### config.mk
export PLATFORM = sky130hd
export DESIGN_NAME = dual_dac_update_format_ctrl
export DESIGN_NICKNAME = d
export VERILOG_FILES = /design/src/dac_ctrl_pkg.sv /design/src/dual_dac_update_format_ctrl.sv /design/src/dac_chan.sv
export VERILOG_INCLUDE_DIRS = /design/src
export SDC_FILE = /design/constraint.sdc
export NUM_CORES = 1
export LEC_CHECK = 0
export BUFFER_PORTS_ARGS = -buffer_cell sky130_fd_sc_hd__buf_2
export CORE_MARGIN = 2
export CORE_UTILIZATION = 45
export DETAILED_ROUTE_END_ITERATION = 16
export GPL_ROUTABILITY_DRIVEN = 0
export MAX_ROUTING_LAYER = met4
export PLACE_DENSITY_LB_ADDON = 0.1
export SETUP_SLACK_MARGIN = 0.1
export SYNTH_ARGS = -nofsm -noshare
export SYNTH_HDL_FRONTEND = slang
export SYNTH_HIERARCHICAL = 1
export SYNTH_SLANG_ARGS = --single-unit
### constraint.sdc
create_clock -name clk -period 2.5 [get_ports clk]
set_input_delay 0.125 -clock clk [delete_from_list [all_inputs] [get_ports clk]]
set_output_delay 0.125 -clock clk [all_outputs]
set_load 0.02 [all_outputs]
### src/dac_ctrl_defs.svh
// Offsets, field positions, reset values and update mode codes for the dual converter control
`ifndef DAC_CTRL_DEFS_SVH
`define DAC_CTRL_DEFS_SVH
`define ADDR_DATA_LOW     8'hd2
`define ADDR_DATA_HIGH    8'hd3
`define ADDR_CONTROL      8'hd4
`define PAGE_CHAN0        8'h00
`define PAGE_CHAN1        8'h01
`define CTL_ENABLE_BIT    7
`define CTL_MODE_HI       4
`define CTL_MODE_LO       3
`define CTL_FMT_HI        2
`define CTL_FMT_LO        0
`define CTL_WRITE_MASK    8'h9f
`define CTL_RESET         8'h00
`define DATA_RESET        8'h00
`define MODE_ON_WRITE     2'h0
`define MODE_TIMER3       2'h1
`define MODE_TIMER4       2'h2
`define MODE_TIMER2       2'h3
`endif

### src/dac_ctrl_pkg.sv
// Types shared by the dual converter control block
package dac_ctrl_pkg;
  typedef struct packed {
    logic       write;
    logic       read;
    logic [7:0] page;
    logic [7:0] addr;
    logic [7:0] wdata;
  } sfr_req_t;
  typedef struct packed {
    logic        enable;
    logic [11:0] code;
  } conv_drive_t;
endpackage

### src/dual_dac_update_format_ctrl.sv
// Top of the dual converter control: register page decode, read mux, converter drive
`include "dac_ctrl_defs.svh"
module dual_dac_update_format_ctrl
  import dac_ctrl_pkg::*;
#(
  parameter int WORD_W = 12
) (
  // Clock and reset
  input  wire logic              clk,
  input  wire logic              rst_n,
  // Special-function register access
  input  wire sfr_req_t          sfr,
  output logic [7:0]             sfr_rdata,
  // Timer overflow pulses
  input  wire logic              timer2_ovf,
  input  wire logic              timer3_ovf,
  input  wire logic              timer4_ovf,
  // Converter drive
  output logic [WORD_W-1:0]      chan0_code,
  output logic [WORD_W-1:0]      chan1_code,
  output logic                   chan0_enable,
  output logic                   chan1_enable,
  output logic                   chan0_pin_oe,
  output logic                   chan1_pin_oe
);
  logic              pg0;
  logic              pg1;
  logic              wr_lo0;
  logic              wr_hi0;
  logic              wr_ct0;
  logic              wr_lo1;
  logic              wr_hi1;
  logic              wr_ct1;
  logic [7:0]        lo0;
  logic [7:0]        hi0;
  logic [7:0]        ct0;
  logic [7:0]        lo1;
  logic [7:0]        hi1;
  logic [7:0]        ct1;
  logic [WORD_W-1:0] latch0;
  logic [WORD_W-1:0] latch1;
  logic [7:0]        next_sfr_rdata;
  logic              next_en0;
  logic              next_en1;

  // Same offsets on both pages; the page picks the channel
  assign pg0    = (sfr.page == `PAGE_CHAN0);
  assign pg1    = (sfr.page == `PAGE_CHAN1);
  assign wr_lo0 = sfr.write && pg0 && (sfr.addr == `ADDR_DATA_LOW);
  assign wr_hi0 = sfr.write && pg0 && (sfr.addr == `ADDR_DATA_HIGH);
  assign wr_ct0 = sfr.write && pg0 && (sfr.addr == `ADDR_CONTROL);
  assign wr_lo1 = sfr.write && pg1 && (sfr.addr == `ADDR_DATA_LOW);
  assign wr_hi1 = sfr.write && pg1 && (sfr.addr == `ADDR_DATA_HIGH);
  assign wr_ct1 = sfr.write && pg1 && (sfr.addr == `ADDR_CONTROL);

  dac_chan #(.WORD_W(WORD_W)) u_chan0 (
    .clk       (clk),
    .rst_n     (rst_n),
    .wr_low    (wr_lo0),
    .wr_high   (wr_hi0),
    .wr_ctl    (wr_ct0),
    .wdata     (sfr.wdata),
    .t2_ovf    (timer2_ovf),
    .t3_ovf    (timer3_ovf),
    .t4_ovf    (timer4_ovf),
    .data_low  (lo0),
    .data_high (hi0),
    .control   (ct0),
    .latch     (latch0)
  );

  // Second channel is the same module, so field positions match
  dac_chan #(.WORD_W(WORD_W)) u_chan1 (
    .clk       (clk),
    .rst_n     (rst_n),
    .wr_low    (wr_lo1),
    .wr_high   (wr_hi1),
    .wr_ctl    (wr_ct1),
    .wdata     (sfr.wdata),
    .t2_ovf    (timer2_ovf),
    .t3_ovf    (timer3_ovf),
    .t4_ovf    (timer4_ovf),
    .data_low  (lo1),
    .data_high (hi1),
    .control   (ct1),
    .latch     (latch1)
  );

  // Registered read data: one cycle after the read strobe; unmapped reads zero
  always_comb begin
    next_sfr_rdata = 8'h00;
    if (sfr.read) begin
      case ({pg1, pg0, sfr.addr})
        {2'b01, `ADDR_DATA_LOW}:  next_sfr_rdata = lo0;
        {2'b01, `ADDR_DATA_HIGH}: next_sfr_rdata = hi0;
        {2'b01, `ADDR_CONTROL}:   next_sfr_rdata = ct0;
        {2'b10, `ADDR_DATA_LOW}:  next_sfr_rdata = lo1;
        {2'b10, `ADDR_DATA_HIGH}: next_sfr_rdata = hi1;
        {2'b10, `ADDR_CONTROL}:   next_sfr_rdata = ct1;
        default:                  next_sfr_rdata = 8'h00;
      endcase
    end
    next_en0 = ct0[`CTL_ENABLE_BIT];
    next_en1 = ct1[`CTL_ENABLE_BIT];
  end

  // Outputs lag the control register, the latches and the read mux by one cycle so all come from flops
  always_ff @(posedge clk) begin
    if (!rst_n) begin
      sfr_rdata    <= 8'h00;
      chan0_enable <= 1'b0;
      chan1_enable <= 1'b0;
      chan0_pin_oe <= 1'b0;
      chan1_pin_oe <= 1'b0;
      chan0_code   <= '0;
      chan1_code   <= '0;
    end else begin
      sfr_rdata    <= next_sfr_rdata;
      chan0_enable <= next_en0;
      chan1_enable <= next_en1;
      chan0_pin_oe <= next_en0;
      chan1_pin_oe <= next_en1;
      chan0_code   <= latch0;
      chan1_code   <= latch1;
    end
  end
endmodule

### src/dac_chan.sv
// One converter channel: control, held data bytes, word assembly and input latch
`include "dac_ctrl_defs.svh"
module dac_chan
  import dac_ctrl_pkg::*;
#(
  parameter int WORD_W = 12
) (
  input  wire logic              clk,
  input  wire logic              rst_n,
  // Register writes already decoded for this channel
  input  wire logic              wr_low,
  input  wire logic              wr_high,
  input  wire logic              wr_ctl,
  input  wire logic [7:0]        wdata,
  // Timer overflow pulses
  input  wire logic              t2_ovf,
  input  wire logic              t3_ovf,
  input  wire logic              t4_ovf,
  // State seen by the register file and the converter
  output logic [7:0]             data_low,
  output logic [7:0]             data_high,
  output logic [7:0]             control,
  output logic [WORD_W-1:0]      latch
);
  logic [7:0]        next_data_low;
  logic [7:0]        next_data_high;
  logic [7:0]        next_control;
  logic [WORD_W-1:0] next_latch;
  logic [1:0]        mode;
  logic [2:0]        fmt;
  logic              fire;
  logic [WORD_W-1:0] word;

  assign mode = control[`CTL_MODE_HI:`CTL_MODE_LO];
  assign fmt  = control[`CTL_FMT_HI:`CTL_FMT_LO];

  always_comb begin
    next_data_low  = wr_low ? wdata : data_low;
    next_data_high = wr_high ? wdata : data_high;
    // Unused bits never store, so they read zero
    next_control   = wr_ctl ? (wdata & `CTL_WRITE_MASK) : control;
    // Word built from the bytes as they stand after this cycle's write
    if (fmt[2]) begin
      word = {next_data_high[7:0], next_data_low[7:4]};
    end else begin
      case (fmt[1:0])
        2'h0:    word = {next_data_high[3:0], next_data_low[7:0]};
        2'h1:    word = {next_data_high[4:0], next_data_low[7:1]};
        2'h2:    word = {next_data_high[5:0], next_data_low[7:2]};
        2'h3:    word = {next_data_high[6:0], next_data_low[7:3]};
        default: word = '0;
      endcase
    end
    // Pulses are one cycle wide, so each loads the latch once only
    case (mode)
      `MODE_ON_WRITE: fire = wr_high;
      `MODE_TIMER3:   fire = t3_ovf;
      `MODE_TIMER4:   fire = t4_ovf;
      `MODE_TIMER2:   fire = t2_ovf;
      default:        fire = 1'b0;
    endcase
    next_latch = fire ? word : latch;
  end

  always_ff @(posedge clk) begin
    if (!rst_n) begin
      data_low  <= `DATA_RESET;
      data_high <= `DATA_RESET;
      control   <= `CTL_RESET;
      latch     <= '0;
    end else begin
      data_low  <= next_data_low;
      data_high <= next_data_high;
      control   <= next_control;
      latch     <= next_latch;
    end
  end
endmodule

## Yosys cells after proc, flatten, opt, wreduce, memory -nomap -nowiden

Index checks and enable logic that the tools add are counted.

- Eq/ne operators: 22
- Multiplexer cells: 11
- Reduce and logical (&&, ||, !) cells: 14

Operator list:

| operator | number |
|---|---|
| $pmux W12 S4 | 2 |
| $pmux W8 S6 | 1 |
| $mux W8 | 4 |
| $eq A10 B10 Y1 const B | 3 |
| $eq A10 B9 Y1 const B | 3 |
| $eq A8 B8 Y1 const B | 3 |
| $mux W12 | 2 |
| $eq A2 B2 Y1 const B | 8 |
| $eq A2 B1 Y1 const B | 4 |
| $eq A8 B1 Y1 const B | 1 |
| $logic_and A1 B1 Y1 | 8 |
| $logic_not A2 Y1 | 4 |
| $logic_not A8 Y1 | 1 |
| $pmux W1 S4 | 2 |
| $reduce_and A2 Y1 | 1 |

- Bits in registers: 102
- Input bits: 31
- Output and inout port bits: 36

## Depth between registers and ports, before layout

Gate-level depths: netlist of the first run.

- Depth after elaboration: 6
- Mapped depth: 9
- Gate-level depth less buffers: 8

## By module

Netlist of the first run, hierarchy kept.

Modules (own cells, without submodules):

| module | times used | cells an instance | area each (um2) |
|---|---|---|---|
| dac_chan | 2 | 175 | 1,676.6 |
| dual_dac_update_format_ctrl | 1 | 126 | 1,436.4 |

## Least setup slack after synthesis of the first run

No wires, ideal clock.

- Kind: input-to-reg
- Start: in sfr[21] (netlist bit)
- End: reg u_chan0.latch[4]
- Arrival time: 2.040 ns
- Slack: 0.327 ns
- Stages: 9
- Path through: or4b_4 > nor3_4 > nand4_2 > nor3_1 > buf_2 > mux2i_1 > a22oi_1 > nand2_1 > o221ai_1

- Longest elaborated chain between the ends: 6
- Elaborated cells on any way between the ends: 9
- Those cells by class: mux: 5; reduce/logical: 4

RTL lines:

| item | line | source |
|---|---|---|
| start, declared | dual_dac_update_format_ctrl.sv:12 | `input wire sfr_req_t sfr,` |
| $logic_not A8 Y1 (no line) | -- |  |
| $logic_and A1 B1 Y1 (2 in a row) | dual_dac_update_format_ctrl.sv:49 | `` assign wr_lo0 = sfr.write && pg0 && (sfr.addr == `ADDR_DATA_LOW); `` |
| named net wr_lo0 | dual_dac_update_format_ctrl.sv:28 | `logic wr_lo0;` |
| $mux W8 | dac_chan.sv:38 | `next_data_low = wr_low ? wdata : data_low;` |
| $pmux W12 S4 | dac_chan.sv:46 | `case (fmt[1:0])` |
| $mux W12 | dac_chan.sv:43 | `if (fmt[2]) begin` |
| end signal, assigned | dac_chan.sv:75 | `latch <= next_latch;` |
| end, declared | dac_chan.sv:23 | `output logic [WORD_W-1:0] latch` |

The timed path passes the listed nets, and every way through them passes these cells.
A chain may end at the register's enable or synchronous reset.

## Worst setup path after layout of the first run

- Start: in sfr[21] (netlist bit)
- End: reg u_chan1.latch[0]

- Longest elaborated chain between the ends: 6
- Elaborated cells on any way between the ends: 8
- Those cells by class: eq/ne: 1; mux: 4; reduce/logical: 3

RTL lines:

| item | line | source |
|---|---|---|
| $eq A8 B1 Y1 (no line) * | -- |  |
| $logic_and A1 B1 Y1 * (2 in a row) | dual_dac_update_format_ctrl.sv:52 | `` assign wr_lo1 = sfr.write && pg1 && (sfr.addr == `ADDR_DATA_LOW); `` |
| named net wr_lo1 | dual_dac_update_format_ctrl.sv:31 | `logic wr_lo1;` |
| $mux W8 * | dac_chan.sv:38 |  |
| $pmux W12 S4 | dac_chan.sv:46 |  |
| $mux W12 * | dac_chan.sv:43 |  |
| end signal, assigned | dac_chan.sv:75 |  |
| end, declared | dac_chan.sv:23 |  |

Mark *: on every way through the listed nets, which the timed path passes. The rest lies on a longest branch.

==> out/results.txt, run 1 <==
Status: finished, final reports clean
Longest Clk Path Bufs: 2
Starting DRT DRC Count: 207
Yosys warning count: 6
Final setup vio count: 0
# DRC: 0
Final wirelength: 11.8 mm
Sequential cell area: 2040 µm²
Via count: 3,816
Root Buffer: clkbuf_8
Commonest non-fill, non-tap cell in the layout: dfxtp_1
VDD IR-drop max: 306 µV
Initial Utilization: 46.4%
Max-cap violations: 0
CTS Sinks: 102
Synth area leader: dfxtp_1
Routed vias/inst: 5.55
Crit path required time: 2.74 ns
Die height: 107 µm
Core area: 10,300 µm²
Layout area overhead: 14.7%
Synthesis-stage register bit count: 102
Commonest non-fill, non-tap cells in the layout: dfxtp_1, buf_2, a22oi_1
Cell area power density: 505 nW/µm²
Worst min path class: input port to flip-flop
Drt pass-1 iters: 5
Data arrival, critical path: 2.30 ns
Synthesized area per cell: 10.1 µm²
# resized after CTS: 0
Vias in the first global route: 3,640
Multi-input logic area: 2490 µm²
Leakage: 0.00213 µW
Placed insts: 672
IO Pins: 67
CP max stage cell: or4b_4
Hold Violations, Final: 0
Synth Cell Area: 4790 µm²
Initial antenna violation count: 0
CP Cell Sequence: buf_2 -> or4b_4 -> nor3_4 -> nand4_2 -> nor3_1 -> buf_4 -> mux2i_1 -> a22oi_1 -> nand2_1 -> o221ai_1
Post-route minimum period: 2.06 ns
Layout cells sized above 1: 25.5%
Finished Layout Cells: 688
GRT overflow: 0
CTS clk-pin slew, worst paths: 0.09 ns
DP Wirelength: 8.50 mm
Site row count: 37
Final net count: 578
Ant diodes: 0
FMAX: 485 MHz
First-pass GRT wire length: 19.4 mm
Slew @ Worst Pin: 0.938 ns
Yosys top cell area share: 42.6%
Chip Width: 107 µm
TritonCTS clock tree: done
CTS H-tree depth: 3
Critical path class: input port to flip-flop
Post CTS Setup Buffer Count: 0
Fin crit share: 82.5%
CTS buffer count: 9
Max Clock Skew: 0.0135 ns
Seq/Total Area, Yosys: 42.6%
Slew Limit Fails: 0
PortBufs: 66
Crit Path Max Fanout: 8
Unique cell type count in the Yosys netlist: 33
Die ar.: 11,500 µm²
DR WL/cell: 17.2 µm
Setup crit start kind: input port
Crit-path max cell delay: 0.54 ns
Setup crit end kind: flip-flop
ANT nets after route: 0
Setup TNS: 0 ns
Filler instances: 995
Area contributors post-synth: dfxtp_1, mux2i_1, a22oi_1
Max-slew headroom: 37.4%
RSZ-0062 raised after global routing: no
Hold-fix buffers, CTS: 0
Largest net degree at the start of global routing: 42
Skew-Pair Late Insertion Delay: 0.37 ns
Post-Syn Instances: 476
All-Layer GR Usage: 22.1%
[stage by stage]
stage               total power [µW]  hold WS (ns)  setup slack (ns)  utilization [%]  area [µm²]
floorplan                       1720         0.247             0.327                -        4800
global placement                1770         0.442            0.0639             51.4        5300
detailed placement              1770         0.444            0.0632             51.4        5300
CTS                             2810        0.0997             0.455             53.2        5490
global route                    2880         0.124             0.319             53.2        5490
finish                          2770         0.114             0.438             53.2        5490
[kinds of logic after synthesis]
group | count (synthesis) | synth area share [%]
other cells | 2 | 0.157
mux | 61 | 15.3
compound gates | 82 | 13.5
simple gates | 185 | 23.0
flops | 102 | 42.6
buf+inv | 44 | 5.49
[critical path, delay by kind of cell]
| family | cells | cell delay, ns |
|---|---|---|
| muxes | 1 | 0.37 |
| buffers and inverters | 2 | 0.33 |
| AOI/OAI and AO/OA | 2 | 0.26 |
| and+or+nand+nor | 5 | 1.22 |
[worst paths after layout]
| kind | start | to | slack [ns] | cells after the start |
|---|---|---|---|---|
| max | sfr[21] | u_chan1/latch[0] | 0.44 | 10 |
| min | sfr[24] | sfr_rdata[1] | 0.11 | 3 |
| max reg2reg | u_chan1/control[1] | u_chan1/latch[2] | 0.71 | 4 |
| min reg2reg | u_chan0/latch[8] | chan0_code[8] | 0.47 | 1 |
[where the power goes]
part           switching [µW]  internal, µW
clock                     575           467
sequential            0.00485          1620
combinational            65.6          43.7
total                     641          2130
[layout make-up]
cell class	count	area share [%]
clock inverters	5	1.07
repair buffers	101	10.8
flip-flops and latches	102	37.2
multi-input cells	332	45.4
clock buffers	11	2.39
inverters	1	0.0684
well taps	136	3.10
[sequential cells by signal (all words and copies together) (netlist names)]
register and count:
chan0_code 12, chan1_code 12, u_chan0/latch 12, u_chan1/latch 12, sfr_rdata 8, u_chan0/data_high 8, u_chan0/data_low 8, u_chan1/data_high 8
u_chan1/data_low 8, u_chan0/control 6, u_chan1/control 6, chan0_pin_oe 1, chan1_pin_oe 1
[routing by layer]
metal	track usage, %	up-vias	wire (µm)
met4	4.45	0	91
met5	-	-	0
met2	36.4	78	5800
met1	29.3	1882	5560
met3	2.98	9	365
li1	-	1847	-
[cell usage after synthesis]
master and n:
dfxtp_1 102, nor2b_1 48, o21ai_0 1, nor2_1 14, buf_2 8, mux4_2 9, a22o_2 1, nand2_1 52
and3b_1 1, nand3_1 2, nand3b_1 25, mux2i_1 44, nor3b_2 1, nor4_1 1, and2_1 30, inv_1 1
or4b_4 1, o221ai_1 24, nand4_1 1, nand2b_1 1, a31oi_1 1, buf_4 6, nand3b_4 2, nor3_4 1
a22oi_1 55, mux2_2 8, clkbuf_8 2, conb_1 2, nor4_4 1, nand4_2 2, clkbuf_1 21, nor3_1 2
buf_6 6
Power figures use the tool's default switching activity.
==> run 2: changes to the inputs <==
Clock period 2.5 ns to 1.65 ns, I/O delays scaled along.
==> out/results.txt, run 2 (synthesis results as in run 1) <==
Data arrival, critical path: 2.24 ns (was 2.30 ns)
Setup crit end kind: flip-flop (unchanged)
FMAX: 502 MHz
Worst min path class: input port to flip-flop (unchanged)
Finished Layout Cells: 711 (was 688)
GRT overflow: 0 (unchanged)
Placed insts: 683 (was 672)
Final wirelength: 13.1 mm (was 11.8 mm)
Failing checks: negative setup slack
Vias in the first global route: 3,785 (was 3,640)
PortBufs: 66 (unchanged)
Fin crit share: 121%
Hold Violations, Final: 0 (unchanged)
Commonest non-fill, non-tap cells in the layout: dfxtp_1, buf_2, nand2_1 (was dfxtp_1, buf_2, a22oi_1)
Path depth of the worst reg2reg path: 4 (unchanged)
Chip Width: 107 µm (unchanged)
Crit-path max cell delay: 0.53 ns (was 0.54 ns)
DP Wirelength: 9.24 mm (was 8.50 mm)
Sequential cell area: 2040 µm² (unchanged)
Max-cap violations: 0 (unchanged)
CP Cell Sequence: buf_6 -> or4b_4 -> nor3_4 -> nand4_4 -> nor3_4 -> buf_12 -> buf_12 -> mux2i_4 -> a22oi_1 -> nand2_1 -> o221ai_1 (was buf_2 -> or4b_4 -> nor3_4 -> nand4_2 -> nor3_1 -> buf_4 -> mux2i_1 -> a22oi_1 -> nand2_1 -> o221ai_1)
Max Clock Skew: 0.0119 ns (was 0.0135 ns)
Max-slew headroom: 38.7% (was 37.4%)
All-Layer GR Usage: 24.2% (was 22.1%)
Routed vias/inst: 5.58 (was 5.55)
Initial antenna violation count: 0 (unchanged)
CP max stage cell: or4b_4 (unchanged)
RSZ-0062 raised after global routing: yes (was no)
Status: finished with violations (was finished, final reports clean)
Critical path class: input port to flip-flop (unchanged)
PnR worst setup slack: -0.342 ns (was 0.438 ns)
Commonest non-fill, non-tap cell in the layout: dfxtp_1 (unchanged)
Core area: 10,300 µm² (unchanged)
CP bufs+invs: 3 (was 2)
Crit Path Max Fanout: 6 (was 8)
Final setup vio count: 35 (was 0)
Final net count: 601 (was 578)
Longest Clk Path Bufs: 2 (unchanged)
Root Buffer: clkbuf_8 (unchanged)
TritonCTS clock tree: done (unchanged)
Post-placement setup slack: -0.754 ns (was 0.0632 ns)
Hold_ws: 0.0521 ns (was 0.114 ns)
CTS clk-pin slew, worst paths: 0.10 ns (was 0.09 ns)
Ant diodes: 0 (unchanged)
Setup crit start kind: input port (unchanged)
Critical path depth: 11 (was 10)
Leakage: 0.00236 µW (was 0.00213 µW)
CTS H-tree depth: 3 (unchanged)
CTS Sinks: 102 (unchanged)
First-pass GRT wire length: 20.8 mm (was 19.4 mm)
Via count: 3,967 (was 3,816)
Die ar.: 11,500 µm² (unchanged)
Slew Limit Fails: 0 (unchanged)
Worst Setup SP: sfr[21] (unchanged)
Slew @ Worst Pin: 0.917 ns (was 0.938 ns)
R2R Setup Slk: -0.16 ns (was 0.71 ns)
Layout cells sized above 1: 36.3% (was 25.5%)
CTS buffer count: 9 (unchanged)
Worst Setup EP: u_chan1/latch[0] (unchanged)
Die height: 107 µm (unchanged)
Site row count: 37 (unchanged)
Largest delay share family, worst path: simple AND/OR/NAND/NOR gates (unchanged)
VDD IR-drop max: 421 µV (was 306 µV)
Layout area overhead: 29.0% (was 14.7%)
# DRC: 0 (unchanged)
Worst r2r dst: u_chan1/latch[0] (was u_chan1/latch[2])
Cell area power density: 670 nW/µm² (was 505 nW/µm²)
IO Pins: 67 (unchanged)
Starting DRT DRC Count: 276 (was 207)
ANT nets after route: 0 (unchanged)
Skew-Pair Late Insertion Delay: 0.37 ns (about the same)
Largest net degree at the start of global routing: 41 (was 42)
Reg-to-Reg Start: u_chan1/control[0] (was u_chan1/control[1])
DR WL/cell: 18.4 µm (was 17.2 µm)
Drt pass-1 iters: 5 (unchanged)
Setup TNS: -7.43 ns (was 0 ns)
Initial Utilization: 46.4% (unchanged)
Crit path required time: 1.90 ns (was 2.74 ns)
Filler instances: 918 (was 995)
Total power: 4140 µW (was 2770 µW)
Multi-input logic area: 2910 µm² (was 2490 µm²)
Post-route minimum period: 1.99 ns
[run 2: how the worst min path moves through the flow]
stage | from | endpoint | slack, ns | cells past startpoint
after detailed placement | sfr[24] | sfr_rdata[1] | 0.44 | 3
after CTS | sfr[24] | sfr_rdata[1] | 0.05 | 3
after global routing | sfr[24] | sfr_rdata[6] | 0.07 | 3
after global placement | sfr[24] | sfr_rdata[1] | 0.44 | 3
final | sfr[24] | sfr_rdata[6] | 0.05 | 3
after floorplan | rst_n | chan0_code[0] | 0.20 | 1
[run 2: what timing repair did]
item / 4_1_cts / 5_1_grt
hold buffers: 0 / 0
setup endpoints to repair: 54 / 56
pin swaps: 6 / 6
gates cloned: 0 / 1
gates resized for setup: 19 / 20
setup buffers: 5 / 10
[run 2: cell type report]
cell class              instances  share of cell area [%]
flip-flops and latches        102                    33.0
inverters                       1                  0.0608
multi-input cells             333                    47.1
clock inverters                 5                   0.567
clock buffers                  11                    2.29
repair buffers                123                    14.2
well taps                     136                    2.75
[run 2: per-layer routing]
metal  vias to the layer above  track usage (%)  part of all wire (%)
met5                         -                -                     0
met4                         0             7.14                   1.5
met3                        14             3.65                   3.8
met2                       107             38.2                    49
met1                      1948             32.3                    45
li1                       1898                -                     -
[run 2: power breakdown]
group | internal, µW | switching (µW)
clock network | 592 | 880
logic | 83.4 | 124
registers | 2460 | 0.0104
total | 3140 | 1000
[run 2: worst min-delay path, delay by kind of cell]
| family | cells | cell delay, ns |
|---|---|---|
| AND/OR/NAND/NOR | 2 | 0.19 |
| buffers and inverters | 1 | 0.10 |
[run 2: per-stage QoR]
stage	utilization, %	area (µm²)
final	59.8	6180
after global routing	59.8	6180
after CTS	58.0	5990
after detailed placement	55.0	5680
after global placement	55.0	5680
after floorplan	-	5040
